[src/shared/rrm_consts.svh]
// Register offsets, field positions, masks and timing counts of the clock register map
`ifndef RRM_CONSTS_SVH
`define RRM_CONSTS_SVH
`define RRM_ADDR_SEC 4'h0
`define RRM_ADDR_MIN 4'h1
`define RRM_ADDR_HOUR 4'h2
`define RRM_ADDR_WDAY 4'h3
`define RRM_ADDR_MDAY 4'h4
`define RRM_ADDR_MONTH 4'h5
`define RRM_ADDR_YEAR 4'h6
`define RRM_ADDR_TRIM 4'h7
`define RRM_ADDR_WA_MIN 4'h8
`define RRM_ADDR_WA_HOUR 4'h9
`define RRM_ADDR_WA_DAYS 4'hA
`define RRM_ADDR_DA_MIN 4'hB
`define RRM_ADDR_DA_HOUR 4'hC
`define RRM_ADDR_CTRL1 4'hE
`define RRM_ADDR_CTRL2 4'hF
`define RRM_MASK_MINSEC 8'h7F
`define RRM_MASK_HOUR 8'h3F
`define RRM_MASK_WDAY 8'h07
`define RRM_MASK_MDAY 8'h3F
`define RRM_MASK_MONTH 8'h9F
`define RRM_MASK_WDAYS 8'h7F
`define RRM_BIT_WEEKLY_EN 7
`define RRM_BIT_DAILY_EN 6
`define RRM_BIT_H24 5
`define RRM_BIT_PM 5
`define RRM_BIT_CENTURY 7
`define RRM_BIT_TRIM_FINE 7
`define RRM_BIT_SUPPLY_LOW 6
`define RRM_BIT_POWER_ON 4
`define RRM_BIT_PERIODIC_FLAG 2
`define RRM_BIT_WEEKLY_FLAG 1
`define RRM_BIT_DAILY_FLAG 0
`define RRM_RST_ZERO 8'h00
`define RRM_RST_ONE 8'h01
`define RRM_TRIM_COARSE_SEC 6'h14
`define RRM_TRIM_FINE_SEC 6'h3C
`endif

[src/shared/rrm_pkg.sv]
// Types shared by the clock register map and its users
`default_nettype none
package rrm_pkg;
   typedef struct packed {
      logic wr;
      logic rd;
      logic [3:0] addr;
      logic [7:0] wdata;
   } rrm_req_type;
   typedef struct packed {
      logic tick_1hz;
      logic power_on;
      logic osc_halt;
      logic supply_low;
   } rrm_event_type;
endpackage
`default_nettype wire

[src/hw/rrm_core.sv]
// Time, calendar, alarm, trim and control registers of the clock behind its register port
//
// What this block does
// - Every implemented bit of the fifteen registers reads and writes, except control register two flags, which writes only clear.
// - Unimplemented bits ignore writes and read zero.
// - While power-on flag set, trim and both control registers clear, except halt bit and the power-on flag itself.
// - Trim accuracy select picks coarse or fine correction granularity.
// - Control register one reads all zero after power-on from zero volts.
// - Weekly and daily alarm enables gate their alarm logic.
// - Control register one bit 5 selects 12-hour or 24-hour counting.
// - 12-hour code: 12 midnight, 01-11 morning, bit 5 marks afternoon.
// - Spare bit two stores and returns the host value only.
// - Spare bit two clears when the power-on flag is set.
// - Year divisible by four, including 00, is a leap year.
// - Weekly alarm matches minute, hour, weekday set; daily matches hour, minute.
// - Power-on flag accepts written zero only.
`include "rrm_consts.svh"
`default_nettype none
module rrm_core #(
   parameter int DATA_W = 8,
   parameter int ADDR_W = 4
) (
   input wire logic clk,
   input wire logic rst_b,
   input wire rrm_pkg::rrm_req_type reg_req,
   input wire rrm_pkg::rrm_event_type events,
   output logic [7:0] reg_rdata,
   output logic weekly_alarm_hit,
   output logic daily_alarm_hit,
   output logic trim_apply,
   output logic [6:0] trim_code
);
   if (DATA_W != 8 || ADDR_W != 4) begin : g_width_check
      $error("rrm_core serves only 8-bit data and 4-bit addresses");
   end

   logic [7:0] seconds_count, minutes_count, hours_count, weekday_count;
   logic [7:0] monthday_count, month_century, year_count, rate_trim;
   logic [7:0] weekly_alarm_minute, weekly_alarm_hour, weekly_alarm_days;
   logic [7:0] daily_alarm_minute, daily_alarm_hour, control_primary;
   logic supply_level_select, supply_low_flag, osc_halt_indicator;
   logic power_on_flag, spare_bit_one;
   logic periodic_flag, weekly_alarm_flag, daily_alarm_flag;
   logic [5:0] trim_sec;

   function automatic logic [7:0] bcd_next(input logic [7:0] v);
      if (v[3:0] == 4'h9) begin
         bcd_next = {v[7:4] + 4'h1, 4'h0};
      end else begin
         bcd_next = v + 8'h01;
      end
   endfunction

   // 12-hour sequence 12,01..11 then flip afternoon bit at 11 -> 12
   function automatic logic [7:0] hour_next(input logic [7:0] h, input logic h24);
      if (h24) begin
         hour_next = (h == 8'h23) ? 8'h00 : bcd_next(h);
      end else if (h[4:0] == 5'h12) begin
         hour_next = {2'b00, h[5], 5'h01};
      end else if (h[4:0] == 5'h11) begin
         hour_next = {2'b00, ~h[5], 5'h12};
      end else begin
         hour_next = {2'b00, h[5], 5'(bcd_next({3'b000, h[4:0]}))};
      end
   endfunction

   // Two-digit BCD year: tens even needs ones 0,4,8; tens odd needs 2,6
   function automatic logic [7:0] month_last(input logic [4:0] m, input logic [7:0] y);
      logic leap;
      leap = (y[1:0] == {y[4], 1'b0});
      unique case (m)
         5'h02: month_last = leap ? 8'h29 : 8'h28;
         5'h04, 5'h06, 5'h09, 5'h11: month_last = 8'h30;
         default: month_last = 8'h31;
      endcase
   endfunction

   logic wr, power_on_hold;
   logic [3:0] wa;
   logic [7:0] wd;
   assign wr = reg_req.wr;
   assign wa = reg_req.addr;
   assign wd = reg_req.wdata;
   assign power_on_hold = power_on_flag | events.power_on;

   // Carry chain of the time base
   logic c_min, c_hour, c_day, c_month, c_year;
   logic [7:0] next_minutes, next_hours, next_weekday;
   assign c_min = events.tick_1hz && seconds_count == 8'h59;
   assign c_hour = c_min && minutes_count == 8'h59;
   assign c_day = c_hour && (control_primary[`RRM_BIT_H24] ?
                  hours_count == 8'h23 : hours_count == 8'h31);
   assign c_month = c_day &&
                    monthday_count == month_last(month_century[4:0], year_count);
   assign c_year = c_month && month_century[4:0] == 5'h12;
   assign next_minutes = c_hour ? 8'h00 : bcd_next(minutes_count);
   assign next_hours = c_hour ? hour_next(hours_count, control_primary[`RRM_BIT_H24])
                       : hours_count;
   assign next_weekday = c_day ? ((weekday_count == 8'h06) ? 8'h00 : weekday_count + 8'h01)
                         : weekday_count;

   // Time counters; a host write to a counter wins over its increment
   always_ff @(posedge clk or negedge rst_b) begin
      if (!rst_b) begin
         seconds_count <= `RRM_RST_ZERO;
         minutes_count <= `RRM_RST_ZERO;
         hours_count <= `RRM_RST_ZERO;
         weekday_count <= `RRM_RST_ZERO;
         monthday_count <= `RRM_RST_ONE;
         month_century <= `RRM_RST_ONE;
         year_count <= `RRM_RST_ZERO;
      end else begin
         if (wr && wa == `RRM_ADDR_SEC) begin
            seconds_count <= wd & `RRM_MASK_MINSEC;
         end else if (events.tick_1hz) begin
            seconds_count <= c_min ? 8'h00 : bcd_next(seconds_count);
         end
         if (wr && wa == `RRM_ADDR_MIN) begin
            minutes_count <= wd & `RRM_MASK_MINSEC;
         end else if (c_min) begin
            minutes_count <= next_minutes;
         end
         if (wr && wa == `RRM_ADDR_HOUR) begin
            // Stored as written; the host picks the format first
            hours_count <= wd & `RRM_MASK_HOUR;
         end else begin
            hours_count <= next_hours;
         end
         if (wr && wa == `RRM_ADDR_WDAY) begin
            weekday_count <= wd & `RRM_MASK_WDAY;
         end else begin
            weekday_count <= next_weekday;
         end
         if (wr && wa == `RRM_ADDR_MDAY) begin
            monthday_count <= wd & `RRM_MASK_MDAY;
         end else if (c_day) begin
            monthday_count <= c_month ? 8'h01 : bcd_next(monthday_count);
         end
         if (wr && wa == `RRM_ADDR_MONTH) begin
            month_century <= wd & `RRM_MASK_MONTH;
         end else if (c_month) begin
            month_century[4:0] <= c_year ? 5'h01 : 5'(bcd_next({3'b000, month_century[4:0]}));
            if (c_year && year_count == 8'h99) begin
               month_century[`RRM_BIT_CENTURY] <= ~month_century[`RRM_BIT_CENTURY];
            end
         end
         if (wr && wa == `RRM_ADDR_YEAR) begin
            year_count <= wd;
         end else if (c_year) begin
            year_count <= (year_count == 8'h99) ? 8'h00 : bcd_next(year_count);
         end
      end
   end

   // Alarm settings
   always_ff @(posedge clk or negedge rst_b) begin
      if (!rst_b) begin
         weekly_alarm_minute <= `RRM_RST_ZERO;
         weekly_alarm_hour <= `RRM_RST_ZERO;
         weekly_alarm_days <= `RRM_RST_ZERO;
         daily_alarm_minute <= `RRM_RST_ZERO;
         daily_alarm_hour <= `RRM_RST_ZERO;
      end else if (wr) begin
         unique case (wa)
            `RRM_ADDR_WA_MIN: weekly_alarm_minute <= wd & `RRM_MASK_MINSEC;
            `RRM_ADDR_WA_HOUR: weekly_alarm_hour <= wd & `RRM_MASK_HOUR;
            `RRM_ADDR_WA_DAYS: weekly_alarm_days <= wd & `RRM_MASK_WDAYS;
            `RRM_ADDR_DA_MIN: daily_alarm_minute <= wd & `RRM_MASK_MINSEC;
            `RRM_ADDR_DA_HOUR: daily_alarm_hour <= wd & `RRM_MASK_HOUR;
            default: ;
         endcase
      end
   end

   // Alarms fire on the minute boundary into the matching time
   logic weekly_match, daily_match;
   assign weekly_match = control_primary[`RRM_BIT_WEEKLY_EN] && c_min &&
                         next_minutes == weekly_alarm_minute &&
                         next_hours == weekly_alarm_hour &&
                         weekly_alarm_days[next_weekday[2:0]];
   assign daily_match = control_primary[`RRM_BIT_DAILY_EN] && c_min &&
                        next_minutes == daily_alarm_minute &&
                        next_hours == daily_alarm_hour;

   // Trim and control register one; held clear while the power-on flag stands
   always_ff @(posedge clk or negedge rst_b) begin
      if (!rst_b) begin
         rate_trim <= `RRM_RST_ZERO;
         control_primary <= `RRM_RST_ZERO;
      end else if (power_on_hold) begin
         rate_trim <= `RRM_RST_ZERO;
         control_primary <= `RRM_RST_ZERO;
      end else if (wr) begin
         if (wa == `RRM_ADDR_TRIM) begin
            rate_trim <= wd;
         end
         if (wa == `RRM_ADDR_CTRL1) begin
            control_primary <= wd;
         end
      end
   end

   // Control register two; hardware sets win over host clears
   always_ff @(posedge clk or negedge rst_b) begin
      if (!rst_b) begin
         supply_level_select <= 1'b0;
         supply_low_flag <= 1'b0;
         osc_halt_indicator <= 1'b0;
         power_on_flag <= 1'b1;
         spare_bit_one <= 1'b0;
         periodic_flag <= 1'b0;
         weekly_alarm_flag <= 1'b0;
         daily_alarm_flag <= 1'b0;
      end else begin
         if (events.power_on) begin
            power_on_flag <= 1'b1;
         end else if (wr && wa == `RRM_ADDR_CTRL2 && !wd[`RRM_BIT_POWER_ON]) begin
            power_on_flag <= 1'b0;
         end
         if (events.osc_halt) begin
            osc_halt_indicator <= 1'b0;
         end else if (wr && wa == `RRM_ADDR_CTRL2) begin
            osc_halt_indicator <= wd[5];
         end
         if (power_on_hold) begin
            {supply_level_select, supply_low_flag, spare_bit_one} <= 3'h0;
            {periodic_flag, weekly_alarm_flag, daily_alarm_flag} <= 3'h0;
         end else begin
            if (wr && wa == `RRM_ADDR_CTRL2) begin
               supply_level_select <= wd[7];
               spare_bit_one <= wd[3];
            end
            if (events.supply_low) begin
               supply_low_flag <= 1'b1;
            end else if (wr && wa == `RRM_ADDR_CTRL2 && !wd[`RRM_BIT_SUPPLY_LOW]) begin
               supply_low_flag <= 1'b0;
            end
            if (wr && wa == `RRM_ADDR_CTRL2 && !wd[`RRM_BIT_PERIODIC_FLAG]) begin
               periodic_flag <= 1'b0;
            end
            if (weekly_match) begin
               weekly_alarm_flag <= 1'b1;
            end else if (wr && wa == `RRM_ADDR_CTRL2 && !wd[`RRM_BIT_WEEKLY_FLAG]) begin
               weekly_alarm_flag <= 1'b0;
            end
            if (daily_match) begin
               daily_alarm_flag <= 1'b1;
            end else if (wr && wa == `RRM_ADDR_CTRL2 && !wd[`RRM_BIT_DAILY_FLAG]) begin
               daily_alarm_flag <= 1'b0;
            end
         end
      end
   end

   // Correction applied every 20 s coarse, or every 60 s fine (3 ppm vs 1 ppm steps)
   logic [5:0] trim_period;
   assign trim_period = rate_trim[`RRM_BIT_TRIM_FINE] ? `RRM_TRIM_FINE_SEC
                        : `RRM_TRIM_COARSE_SEC;
   always_ff @(posedge clk or negedge rst_b) begin
      if (!rst_b) begin
         trim_sec <= 6'h00;
         trim_apply <= 1'b0;
         trim_code <= 7'h00;
      end else begin
         trim_apply <= 1'b0;
         if (events.tick_1hz) begin
            if (trim_sec >= trim_period - 6'h01) begin
               trim_sec <= 6'h00;
               trim_apply <= rate_trim[6:0] != 7'h00;
               trim_code <= rate_trim[6:0];
            end else begin
               trim_sec <= trim_sec + 6'h01;
            end
         end
      end
   end

   // Alarm outputs follow the flags only while enabled
   always_ff @(posedge clk or negedge rst_b) begin
      if (!rst_b) begin
         weekly_alarm_hit <= 1'b0;
         daily_alarm_hit <= 1'b0;
      end else begin
         weekly_alarm_hit <= weekly_alarm_flag & control_primary[`RRM_BIT_WEEKLY_EN];
         daily_alarm_hit <= daily_alarm_flag & control_primary[`RRM_BIT_DAILY_EN];
      end
   end

   // Read data one cycle after the read strobe; the slot at D reads zero
   always_ff @(posedge clk or negedge rst_b) begin
      if (!rst_b) begin
         reg_rdata <= 8'h00;
      end else if (reg_req.rd) begin
         unique case (wa)
            `RRM_ADDR_SEC: reg_rdata <= seconds_count;
            `RRM_ADDR_MIN: reg_rdata <= minutes_count;
            `RRM_ADDR_HOUR: reg_rdata <= hours_count;
            `RRM_ADDR_WDAY: reg_rdata <= weekday_count;
            `RRM_ADDR_MDAY: reg_rdata <= monthday_count;
            `RRM_ADDR_MONTH: reg_rdata <= month_century;
            `RRM_ADDR_YEAR: reg_rdata <= year_count;
            `RRM_ADDR_TRIM: reg_rdata <= rate_trim;
            `RRM_ADDR_WA_MIN: reg_rdata <= weekly_alarm_minute;
            `RRM_ADDR_WA_HOUR: reg_rdata <= weekly_alarm_hour;
            `RRM_ADDR_WA_DAYS: reg_rdata <= weekly_alarm_days;
            `RRM_ADDR_DA_MIN: reg_rdata <= daily_alarm_minute;
            `RRM_ADDR_DA_HOUR: reg_rdata <= daily_alarm_hour;
            `RRM_ADDR_CTRL1: reg_rdata <= control_primary;
            `RRM_ADDR_CTRL2: reg_rdata <= {supply_level_select, supply_low_flag,
                                           osc_halt_indicator, power_on_flag, spare_bit_one,
                                           periodic_flag, weekly_alarm_flag, daily_alarm_flag};
            default: reg_rdata <= 8'h00;
         endcase
      end
   end
endmodule // rrm_core
`default_nettype wire

[config.mk]
export PLATFORM = sky130hd
export DESIGN_NAME = rrm_core
export DESIGN_NICKNAME = d
export VERILOG_FILES = /design/src/shared/rrm_pkg.sv /design/src/hw/rrm_core.sv
export VERILOG_INCLUDE_DIRS = /design/src /design/src/shared
export SDC_FILE = /design/constraint.sdc
export NUM_CORES = 1
export LEC_CHECK = 0
export BUFFER_PORTS_ARGS = -buffer_cell sky130_fd_sc_hd__buf_2
export CAP_MARGIN = 20
export CORE_UTILIZATION = 36
export CTS_BUF_LIST = sky130_fd_sc_hd__clkbuf_4 sky130_fd_sc_hd__clkbuf_8
export DETAILED_ROUTE_END_ITERATION = 8
export PLACE_DENSITY_LB_ADDON = 0.2
export SETUP_SLACK_MARGIN = 0.1
export SYNTH_ARGS = -nofsm -noshare
export SYNTH_HDL_FRONTEND = slang
export SYNTH_SLANG_ARGS = --single-unit
[constraint.sdc]
create_clock -name clk -period 4.9 [get_ports clk]
set_input_delay 0.245 -clock clk [delete_from_list [all_inputs] [get_ports clk]]
set_output_delay 0.245 -clock clk [all_outputs]
set_load 0.005 [all_outputs]
### Yosys cells after proc, flatten, opt, wreduce, memory -nomap -nowiden

Index checks and enable logic that the tools add are counted.

* add/subtract/negate cells: 17
* $lt $le $gt $ge: 2
* eq/ne operators: 40
* mux-type cells: 69
* bitwise operators: 5
* reductions and logical operators: 60

Operator list (count)
* $mux 8: 31
* $pmux 8 s15: 1
* $eq 4x4->1 const B: 13
* $add 8x1->8 const B: 6
* $reduce_bool 2->1: 14
* $mux 1: 27
* $logic_and 1x1->1: 26
* $mux 5: 5
* $add 4x1->4 const B: 5
* $eq 5x5->1 const B: 4
* $mux 6: 3
* $reduce_and 2->1: 9
* $eq 4x3->1 const B: 4
* $eq 8x6->1: 2
* $eq 8x6->1 const B: 2
* $eq 8x7->1: 2
* $eq 8x7->1 const B: 2
* $add 5x1->5 const B: 2
* $eq 5x3->1 const B: 2
* $pmux 5 s2: 1
* $reduce_bool 3->1: 3
* $eq 4x2->1 const B: 2
* $eq 8x3->1 const B: 1
* $eq 8x8->1: 1
* 18 further kinds: 25

* register bits: 135
* input bits: 20
* word-level logic and storage cells: 223

### Logic depth before layout (Yosys ltp)

Gate-level depths: netlist (run 1).

* word-level depth: 11
* depth in mapped cells: 12
* mapped depth without buffers: 9

### Worst setup path after synthesis (run 1)

No wires, ideal clock.

* kind: register to register
* from: reg hours_count[4]
* to: reg weekly_alarm_flag
* data arrival time: 2.465 ns
* data required time: 4.771 ns
* slack: 2.306 ns
* stages on the path, launching flop included: 11
* clock period less this slack: 2.594 ns
* path through: dfrtp_1 > clkbuf_1 > inv_1 > ha_1 > and3_1 > o211a_1 > and4_1 > or2_2 > a2111o_1 > o211ai_1 > o31ai_1

* longest elaborated chain between the ends: 11

RTL lines
* from (decl): RTL line rrm_core.sv:37 `logic [7:0] seconds_count, minutes_count, hours_count, weekday_count;`
* from (signal assigned): RTL line rrm_core.sv:107 `` hours_count <= `RRM_RST_ZERO; ``
* from (signal assigned): RTL line rrm_core.sv:125 `` hours_count <= wd & `RRM_MASK_HOUR; ``
* from (signal assigned): RTL line rrm_core.sv:127 `hours_count <= next_hours;`
* $add 5x1->5 / $add 1x1->1 (equally long branches): RTL line rrm_core.sv:50, rrm_core.sv:48
* $mux 5: RTL line rrm_core.sv:47 `if (v[3:0] == 4'h9) begin`
* $mux 6: RTL line rrm_core.sv:60 `end else if (h[4:0] == 5'h11) begin`
* $mux 8: RTL line rrm_core.sv:58 `end else if (h[4:0] == 5'h12) begin`
* $mux 8: RTL line rrm_core.sv:56 `if (h24) begin`
* $mux 8: RTL line rrm_core.sv:97 `` assign next_hours = c_hour ? hour_next(hours_count, control_primary[`RRM_BIT_H24]) ``
* $eq 8x6->1: RTL line rrm_core.sv:179 `next_hours == weekly_alarm_hour &&`
* $logic_and 1x1->1: RTL line rrm_core.sv:177 `` assign weekly_match = control_primary[`RRM_BIT_WEEKLY_EN] && c_min && ``
* $logic_and 1x1->1 (*): RTL line rrm_core.sv:177
* $mux 1: RTL line rrm_core.sv:241 `if (weekly_match) begin`
* $mux 1: RTL line rrm_core.sv:225 `if (power_on_hold) begin`
* to (signal assigned): RTL line rrm_core.sv:227 `{periodic_flag, weekly_alarm_flag, daily_alarm_flag} <= 3'h0;`
* to (signal assigned): RTL line rrm_core.sv:242 `weekly_alarm_flag <= 1'b1;`
* to (signal assigned): RTL line rrm_core.sv:244 `weekly_alarm_flag <= 1'b0;`
* to (decl): RTL line rrm_core.sv:43 `logic periodic_flag, weekly_alarm_flag, daily_alarm_flag;`

Every way passes the cells marked *; elsewhere a longest branch is shown, timed or not. The select of a mux whose other input is x is not followed.
A chain may end at the register's enable or synchronous reset.

### Worst setup path after layout (run 1)

* from: reg minutes_count[0]
* to: reg daily_alarm_flag

* longest elaborated chain between the ends: 8

RTL lines
* from (decl): RTL line rrm_core.sv:37
* from (signal assigned): RTL line rrm_core.sv:106 `` minutes_count <= `RRM_RST_ZERO; ``
* from (signal assigned): RTL line rrm_core.sv:119 `` minutes_count <= wd & `RRM_MASK_MINSEC; ``
* from (signal assigned): RTL line rrm_core.sv:121 `minutes_count <= next_minutes;`
* $add 8x1->8 (tied with other cells): RTL line rrm_core.sv:50 `bcd_next = v + 8'h01;`
* $mux 8 / $logic_and 1x1->1 (equally long branches): RTL line rrm_core.sv:47, rrm_core.sv:90
* $mux 8: RTL line rrm_core.sv:96 `assign next_minutes = c_hour ? 8'h00 : bcd_next(minutes_count);`
* $eq 8x7->1: RTL line rrm_core.sv:182 `next_minutes == daily_alarm_minute &&`
* $logic_and 1x1->1: RTL line rrm_core.sv:181 `` assign daily_match = control_primary[`RRM_BIT_DAILY_EN] && c_min && ``
* $logic_and 1x1->1 (*): RTL line rrm_core.sv:181
* $mux 1: RTL line rrm_core.sv:246 `if (daily_match) begin`
* $mux 1: RTL line rrm_core.sv:225
* to (signal assigned): RTL line rrm_core.sv:227
* to (signal assigned): RTL line rrm_core.sv:247 `daily_alarm_flag <= 1'b1;`
* to (signal assigned): RTL line rrm_core.sv:249 `daily_alarm_flag <= 1'b0;`
* to (decl): RTL line rrm_core.sv:43

Every way passes the cells marked *; elsewhere a longest branch is shown, timed or not.

==> metrics.txt, run 1 <==
Seq/Total Area, Yosys 0.381; clock network power share 0.255; Total Routing Usage GR 0.250; asr flop ratio synth 1.00; Worst Hold End power_on_flag; drt pass-1 iters 8; per-cell routed wire length approximately 22 µm; Worst Tran Pin Value about 1200 ps; cell-internal power around 2.2 mW; Max Cap Viol 0; status complete, no violations; register area 3360 µm²; final worst path period need ~3600 ps; Leakage Power 3.95 nW; Detailed Route Iter0 Violations 720; post-synth top area share 0.372; pwr/cell area between 300 and 400 nW/µm²; power share of the combinational group 0.289; Area Growth Syn to Fin 9.18%; placed insts 1312; switching share of power 0.394; PortBufs 37; Cells after Synth just over 1000; CP Launch Type register; Post-synth EDFFs 0; die area 25100 µm²; Crit Path Max Fanout 15; Clock Latency Late Sink 460 ps; routability cong. slightly above 0.9; DRC 0; largest net degree at the start of global routing 55; RSZ-0062 raised after global routing false; HPWL after detailed placement between 20 and 25 mm; FP Rows 56; first-pass GRT wire length approximately 46 mm; Synth warnings 0; critical path class register to register; Peak VDD IR roughly 0.20 mV; area of the multi-input gates around 5100 µm²; register-to-register setup slack between 1000 and 1500 ps; setup TNS 0 ps; FF-to-FF Start minutes_count[0]; Final Hold Viols 0; non-filler instance count after layout 1347; flops & latches, synth around 130; Horiz. Die Dim around 160 µm; Mapped Avg Cell Area roughly 8.7 µm²; TritonCTS Buffers 17; share of cells above drive strength 1 0.144; Final nets approximately 1100; Top FF cell, synth dfrtp_1; Core Footprint approximately 24000 µm²; crit end category register; DRT antenna net count 0; crit path DAT 3950 ps; Flop pwr share 0.456; root buffer cell clkbuf_8; diodes inserted 0; global route total overflow 0; vias between 7000 and 8000; Hold Startpoint events[2]; synthesized cell area 8810 µm²; worst hold path type input pin to register; final setup skew ~16 ps; CTS tree done; Syn Nets 1054; capturing point of the worst reg2reg path daily_alarm_flag; vias in the first global route ~7500; IO Count 38; die height between 150 and 200 µm; Setup Viol. Count Final 0; H-tree depth 4; required time of the critical path about 5300 ps; clock buffer depth 2; clock slew at reported path FFs roughly 80 ps; Min-Delay Path Depth 2; ranking of synthesized cells by area dfrtp_1 (37%), mux2_2 (6.5%), a21oi_1 (4.5%), nor2_1 (4.3%), nand2_1 (4.1%); CTS sink count 134; Post CTS Setup Buffer Count 0; Post-Route WL ~30 mm; Slew Limit Headroom 0.198; Yosys top cell by area dfrtp_1; Vias/cell approximately 5.9; switching power 1.45 mW; FILL cells 2425; Max Slew Vio Count 0; post-synth cell types between 70 and 80; Final period util 0.731; starting density of the core 0.371; highest clock rate 279 MHz; R2R cell count 8; antenna violations before repair 0
how the worst max path moves through the flow:
stage / start / endpoint / slack [ps] / cells past startpoint
finish: minutes_count[0] / daily_alarm_flag / 1320 / 8
floorplan: hours_count[4] / weekly_alarm_flag / 2310 / 10
detailed placement: minutes_count[0] / daily_alarm_flag / 1390 / 8
global route: minutes_count[0] / year_count[5] / 1040 / 9
CTS: minutes_count[0] / daily_alarm_flag / 1320 / 8
global placement: minutes_count[0] / daily_alarm_flag / 1420 / 8
sequential cells by signal, indices dropped and copies added, names as in the netlist, 6 cells and up:
signal / count
weekly_alarm_days: 7
month_century: 6
rate_trim: 8
hours_count: 8
reg_rdata: 8
weekday_count: 8
daily_alarm_minute: 7
control_primary: 8
trim_sec: 6
year_count: 8
monthday_count: 8
minutes_count: 8
daily_alarm_hour: 6
weekly_alarm_hour: 6
weekly_alarm_minute: 7
trim_code: 7
seconds_count: 8
layout by cell type, fill, tap and decap left out, types with 7 or more instances in the layout:
cell type / count
a21oi_1: 80
a221oi_1: 8
a22o_1: 8
a22oi_1: 8
a31oi_1: 14
and2_1: 7
and3_1: 16
buf_2: 36
clkbuf_8: 17
dfrtp_1: 131
ha_1: 22
inv_1: 33
mux2_2: 51
mux2i_1: 35
nand2_1: 97
nand2b_1: 11
nand3_1: 35
nand4_1: 11
nand4b_1: 8
nor2_1: 101
nor2b_1: 15
nor3_1: 28
o211ai_1: 9
o21ai_0: 63
o22ai_1: 19
xnor2_1: 22
xor2_1: 15
area by class of cell:
| cell class | instances | area share |
|---|---|---|
| multi-input combinational | 782 | 0.528 |
| clock buffer | 17 | 0.0243 |
| tap | 319 | 0.0415 |
| timing repair buffer | 45 | 0.0269 |
| inverter | 35 | 0.0137 |
| sequential | 134 | 0.349 |
| clock inverter | 15 | 0.0163 |
layer usage:
layer | routed length, µm | up-vias | part of all wire | track usage
met5 | 0 | - | 0 | 0
met3 | 2470 | 66 | 0.083 | 0.0558
li1 | - | 3695 | - | -
met4 | 988 | 0 | 0.033 | 0.0952
met2 | 13000 | 339 | 0.44 | 0.374
met1 | 13300 | 3838 | 0.45 | 0.348
Yosys cell counts (7+ instances only):
cell / instances
mux2_2: 51
ha_1: 22
nand3_1: 35
o211ai_1: 9
a22o_1: 8
nor2_1: 101
xnor2_1: 22
nand4b_1: 8
o22ai_1: 19
a22oi_1: 8
nand2b_1: 11
and3_1: 16
o21ai_0: 63
nor2b_1: 15
mux2i_1: 35
nand2_1: 97
buf_1: 9
a31oi_1: 14
nor3_1: 28
a21oi_1: 80
clkbuf_1: 45
dfrtp_1: 131
nand4_1: 11
inv_1: 33
xor2_1: 15
and2_1: 7
a221oi_1: 8
logic make-up (layout without fill, tap and decap cells):
family	after synthesis	count (layout)	synth area share
AND/OR/NAND/NOR	374	374	0.211
adder cells (fa/ha/maj)	22	22	0.0313
AO/OA/AOI/OAI	262	262	0.190
multiplexers	87	87	0.108
buffers and inverters	96	112	0.0422
XOR/XNOR	37	37	0.0368
flip-flops	134	134	0.381
per-stage QoR:
stage | hold WS (ps) | utilization | setup slack (ps) | cell area [µm²] | power (mW)
floorplan | -50.6 | - | 2310 | 8810 | 2.37
global placement | 153 | 0.387 | 1420 | 9200 | 2.73
detailed placement | 154 | 0.387 | 1390 | 9200 | 2.74
CTS | 20.2 | 0.405 | 1320 | 9620 | 3.69
global route | 18.9 | 0.405 | 1040 | 9620 | 3.91
finish | 31.5 | 0.405 | 1320 | 9620 | 3.69
critical path, cell delays in order (launching register included):
cell	delay, ps
dfrtp_1	540
ha_1	360
and3b_1	330
nand4_1	660
or2_2	590
o221ai_1	410
xnor2_1	180
o2111ai_1	140
o31ai_1	250
power groups by stage:
| stage | sequential [mW] | clock, mW | combinational (mW) |
|---|---|---|---|
| after floorplan | 1.47 | 0 | 0.897 |
| after global placement | 1.69 | 0 | 1.04 |
| after detailed placement | 1.69 | 0 | 1.05 |
| after CTS | 1.67 | 0.963 | 1.05 |
| after global routing | 1.71 | 1.01 | 1.18 |
| final | 1.68 | 0.941 | 1.06 |
timing repair:
| item | CTS | global route |
|---|---|---|
| resized for setup | 0 | 0 |
| endpoints found under the setup margin | 0 | 0 |
| hold buffers | 3 | 0 |
| endpoints found under the hold margin | 34 | 0 |
Note: power is estimated with default switching activity, not from simulation.
==> run 2, diff against run 1 <==
Clock period 4.9 ns to 3.3 ns, I/O delays scaled along.
==> metrics.txt, run 2 (synthesis results as in run 1) <==
Crit Path Max Fanout 12; DRT antenna net count 0; clock buffer depth 2; Post-Route WL roughly 30 mm; final worst path period need roughly 2900 ps; per-cell routed wire length ~22 µm; Final Hold Viols 0; die area ~25000 µm²; H-tree depth 4; Peak VDD IR about 0.32 mV; die height between 150 and 200 µm; capturing point of the worst reg2reg path weekly_alarm_flag; Slew Limit Headroom 0.498; placed insts approximately 1300; highest clock rate between 300 and 400 MHz; Max Cap Viol 0; IO Count 38; Detailed Route Iter0 Violations 883; Final period util 0.892; Worst Tran Pin Value ~750 ps; Core Footprint around 24000 µm²; Vias/cell ~5.8; leading cell type in the layout, fill and taps excluded dfrtp_1; antenna violations before repair 1; Final nets roughly 1100; FP Rows between 50 and 60; Post CTS Setup Buffer Count 0; crit end category register; worst hold path type input pin to register; register area around 3400 µm²; Area Growth Syn to Fin 11.7%; routability cong. slightly below 1; Critical Path End weekly_alarm_flag; non-filler instance count after layout between 1000 and 1500; total power between 5 and 6 mW; DRC 0; final setup skew 22.9 ps; most frequent cells in the layout dfrtp_1 (131), nor2_1 (101), nand2_1 (97); vias in the first global route 7499; Crit. Startpoint hours_count[4]; HPWL after detailed placement approximately 22 mm; clock slew at reported path FFs approximately 100 ps; Horiz. Die Dim roughly 160 µm; TritonCTS Buffers 17; CP Launch Type register; RSZ-0062 raised after global routing false; Max Slew Vio Count 0; CTS sink count 134; Total Routing Usage GR 0.253; Setup Viol. Count Final 0; FILL cells ~2400; share of cells above drive strength 1 0.165; GRT met3 Usage 0.0520; GRT busiest layer met2; setup TNS 0 ps; root buffer cell clkbuf_8; PortBufs 37; vias 7990; drt pass-1 iters 6; starting density of the core 0.371; critical path class register to register; required time of the critical path roughly 3700 ps; M2 GR Usage 0.383; Clock Latency Late Sink roughly 480 ps; R2R cell count 9; crit path DAT approximately 3300 ps; global route total overflow 0; FF-to-FF Start hours_count[4]; first-pass GRT wire length 46.7 mm; met1 Resource Use GR 0.361; area of the multi-input gates about 5100 µm²; pwr/cell area 565 nW/µm²; largest net degree at the start of global routing 80; status complete, no violations; Leakage Power roughly 4 nW; register-to-register setup slack approximately 360 ps; CTS tree done
[run 2: worst min-delay path by stage]
stage | from | to | slack (ps) | cells after the start
after CTS | reg_req[13] | hours_count[7] | 10 | 2
after floorplan | rst_b | control_primary[0] | -130 | 0
final | reg_req[13] | hours_count[7] | 40 | 2
after global routing | reg_req[13] | hours_count[7] | 30 | 2
after global placement | rst_b | month_century[1] | 270 | 1
after detailed placement | rst_b | month_century[1] | 270 | 1
[run 2: where the power goes]
| group | internal (mW) | switching, mW |
|---|---|---|
| Clock | 0.657 | 0.774 |
| Combinational | 0.752 | 0.919 |
| Sequential | 1.93 | 0.528 |
| Total | 3.34 | 2.22 |
[run 2: cell type report]
cell class,instances,area share
repair buffers,72,0.0477
diodes,1,0.000254
multi-input cells,782,0.517
flip-flops and latches,134,0.341
clock buffers,19,0.0266
inverters,35,0.0134
clock inverters,13,0.0135
well taps,319,0.0406
[run 2: worst max-delay path: stages, from the launching register on]
cell and delay [ps]:
dfrtp_1 600, inv_1 160, ha_1 280, and3_1 170
o211a_1 340, and4_1 270, or2_2 340, a2111o_1 420
o211ai_1 140, o31ai_1 120
[run 2: metal layers]
| metal | up-vias | share of wire |
|---|---|---|
| met5 | - | 0 |
| met4 | 0 | 0.020 |
| met3 | 40 | 0.073 |
| met2 | 316 | 0.44 |
| met1 | 3893 | 0.47 |
| li1 | 3741 | - |
[run 2: per-stage QoR]
step                hold WS, ps   util  area [µm²]  setup WS, ps
finish                     37.3  0.414        9840           358
global route               29.4  0.414        9840           143
CTS                        13.3  0.414        9830           315
detailed placement          268  0.395        9380           307
global placement            268  0.395        9380           288
floorplan                  -131      -        8810           706
[run 2: what timing repair did]
action                                  4_1_cts  5_1_grt
resized for setup                             0        2
endpoints found under the setup margin        0        2
endpoints found under the hold margin        88        0
hold buffers                                  6        0
==> run 3, diff against run 2 <==
Settings changed: REMOVE_ABC_BUFFERS set to 1.
==> metrics.txt, run 3 (synthesis results as in run 1) <==
Setup Viol. Count Final 0; clock slew at reported path FFs about 90 ps; placed insts ~1300; vias in the first global route 7468; share of cells above drive strength 1 0.167; non-filler instance count after layout roughly 1400; GRT busiest layer met2; FP Rows 56; worst hold path type input pin to register; Worst Setup Slack post-DPL 116 ps; Max Slew Vio Count 0; cell-internal power 3.23 mW; power share of the combinational group 0.307; Flop pwr share 0.447; most frequent cells in the layout dfrtp_1 (131), nor2_1 (101), nand2_1 (97); CTS sink count between 100 and 150; global route total overflow 0; clock network power share 0.245; TritonCTS Buffers 17; Clock Latency Late Sink about 470 ps; starting density of the core 0.371; total power around 5.5 mW; Worst Tran Pin Value a little under 900 ps; Final Hold Viols 0; Peak VDD IR about 0.25 mV; die area about 25000 µm²; HPWL after detailed placement between 20 and 25 mm; PortBufs 37; highest clock rate 328 MHz; Largest stage delay, worst path approximately 430 ps; Slew Limit Headroom 0.422; met1 Resource Use GR 0.357; crit path DAT 3390 ps; Final WS setup 254 ps; Final period util 0.923; Area Growth Syn to Fin 11.7%; GRT met3 Usage 0.0376; required time of the critical path 3640 ps; critical path class register to register; Detailed Route Iter0 Violations 941; largest net degree at the start of global routing 86; Horiz. Die Dim 158 µm; Max Cap Viol 0; root buffer cell clkbuf_8; Vias/cell between 5 and 6; Leakage Power approximately 4.1 nW; routability cong. roughly 0.94; Final nets about 1100; H-tree depth 4; IO Count 38; Post-Route WL 30.0 mm; CP Cell Sequence inv_1 > ha_1 > and3b_1 > and4_2 > nand2_1 > a2111oi_4 > buf_4 > o21ai_0 > a221oi_1 > a21oi_1; setup TNS 0 ps; final setup skew roughly 18 ps; pwr/cell area about 560 nW/µm²; Crit Path Max Fanout 23; first-pass GRT wire length 46.1 mm; die height roughly 160 µm; final worst path period need 3050 ps; antenna violations before repair 1; drt pass-1 iters 6; M2 GR Usage 0.380; switching share of power 0.411; Total Routing Usage GR 0.249; CP Launch Type register; crit end category register; Finished Core Util 0.414; status complete, no violations; CTS tree done; leading cell type in the layout, fill and taps excluded dfrtp_1; DRT antenna net count 0; switching power 2.25 mW; diodes inserted 0; vias 8024; Core Footprint 23800 µm²; slowest cell on the critical path dfrtp_1; RSZ-0062 raised after global routing true; per-cell routed wire length about 22 µm; clock buffer depth 2; DRC 0
==> run 3: worst max-delay path: cells and delay by family, from the launching register on <==
| kind | cells | cell delay, ps |
|---|---|---|
| flops | 1 | 430 |
| simple gates | 3 | 960 |
| compound gates | 4 | 810 |
| fa+ha+maj | 1 | 310 |
| buf+inv | 2 | 420 |
==> run 3: final cells by class <==
class                   count  area [µm²]
clock inverters            15         131
multi-input cells         782        5090
inverters                  35         131
flip-flops and latches    134        3360
repair buffers             74         497
well taps                 319         399
fillers                  2382       13900
clock buffers              17         234
==> run 3: per-layer routing <==
layer  routed length, µm  up-vias  part of all wire
met2               13200      350              0.44
met4                 886        0             0.030
met3                2280       54             0.076
met5                   0        -                 0
met1               13600     3873              0.45
li1                    -     3747                 -
==> run 3: final timing paths <==
check / from / end / slack, ps / depth (start not counted)
worst max-delay path: minutes_count[1] / monthday_count[2] / 250 / 10
worst min-delay path: reg_req[13] / hours_count[7] / 70 / 2
worst max register to register: minutes_count[1] / monthday_count[2] / 250 / 10
worst min register to register: trim_code[4] / trim_code[4] / 500 / 1
max in group asynchronous: rst_b / monthday_count[0] / 2200 / 3
min in group asynchronous: rst_b / year_count[0] / 320 / 2
==> run 3: power groups by stage <==
| stage | Clock, mW | Combinational, mW | Sequential, mW |
|---|---|---|---|
| 2_1_floorplan | 0 | 1.16 | 2.28 |
| 3_3_place_gp | 0 | 1.64 | 2.46 |
| 3_5_place_dp | 0 | 1.66 | 2.46 |
| 4_1_cts | 1.37 | 1.67 | 2.43 |
| 5_1_grt | 1.44 | 1.88 | 2.49 |
| 6_report | 1.35 | 1.69 | 2.45 |
==> run 3: stage by stage <==
stage	area [µm²]	hold WS, ps
floorplan	8570	-131
CTS	9830	44.3
global placement	9400	293
finish	9840	67.5
detailed placement	9400	295
global route	9840	57.9
==> run 3: repair_timing <==
action                                  4_1_cts  5_1_grt
pin swaps                                     0        1
endpoints found under the setup margin        1        7
hold buffers                                  6        0
setup buffers                                 0        1
endpoints found under the hold margin        89        0
gates resized for setup                       1        1
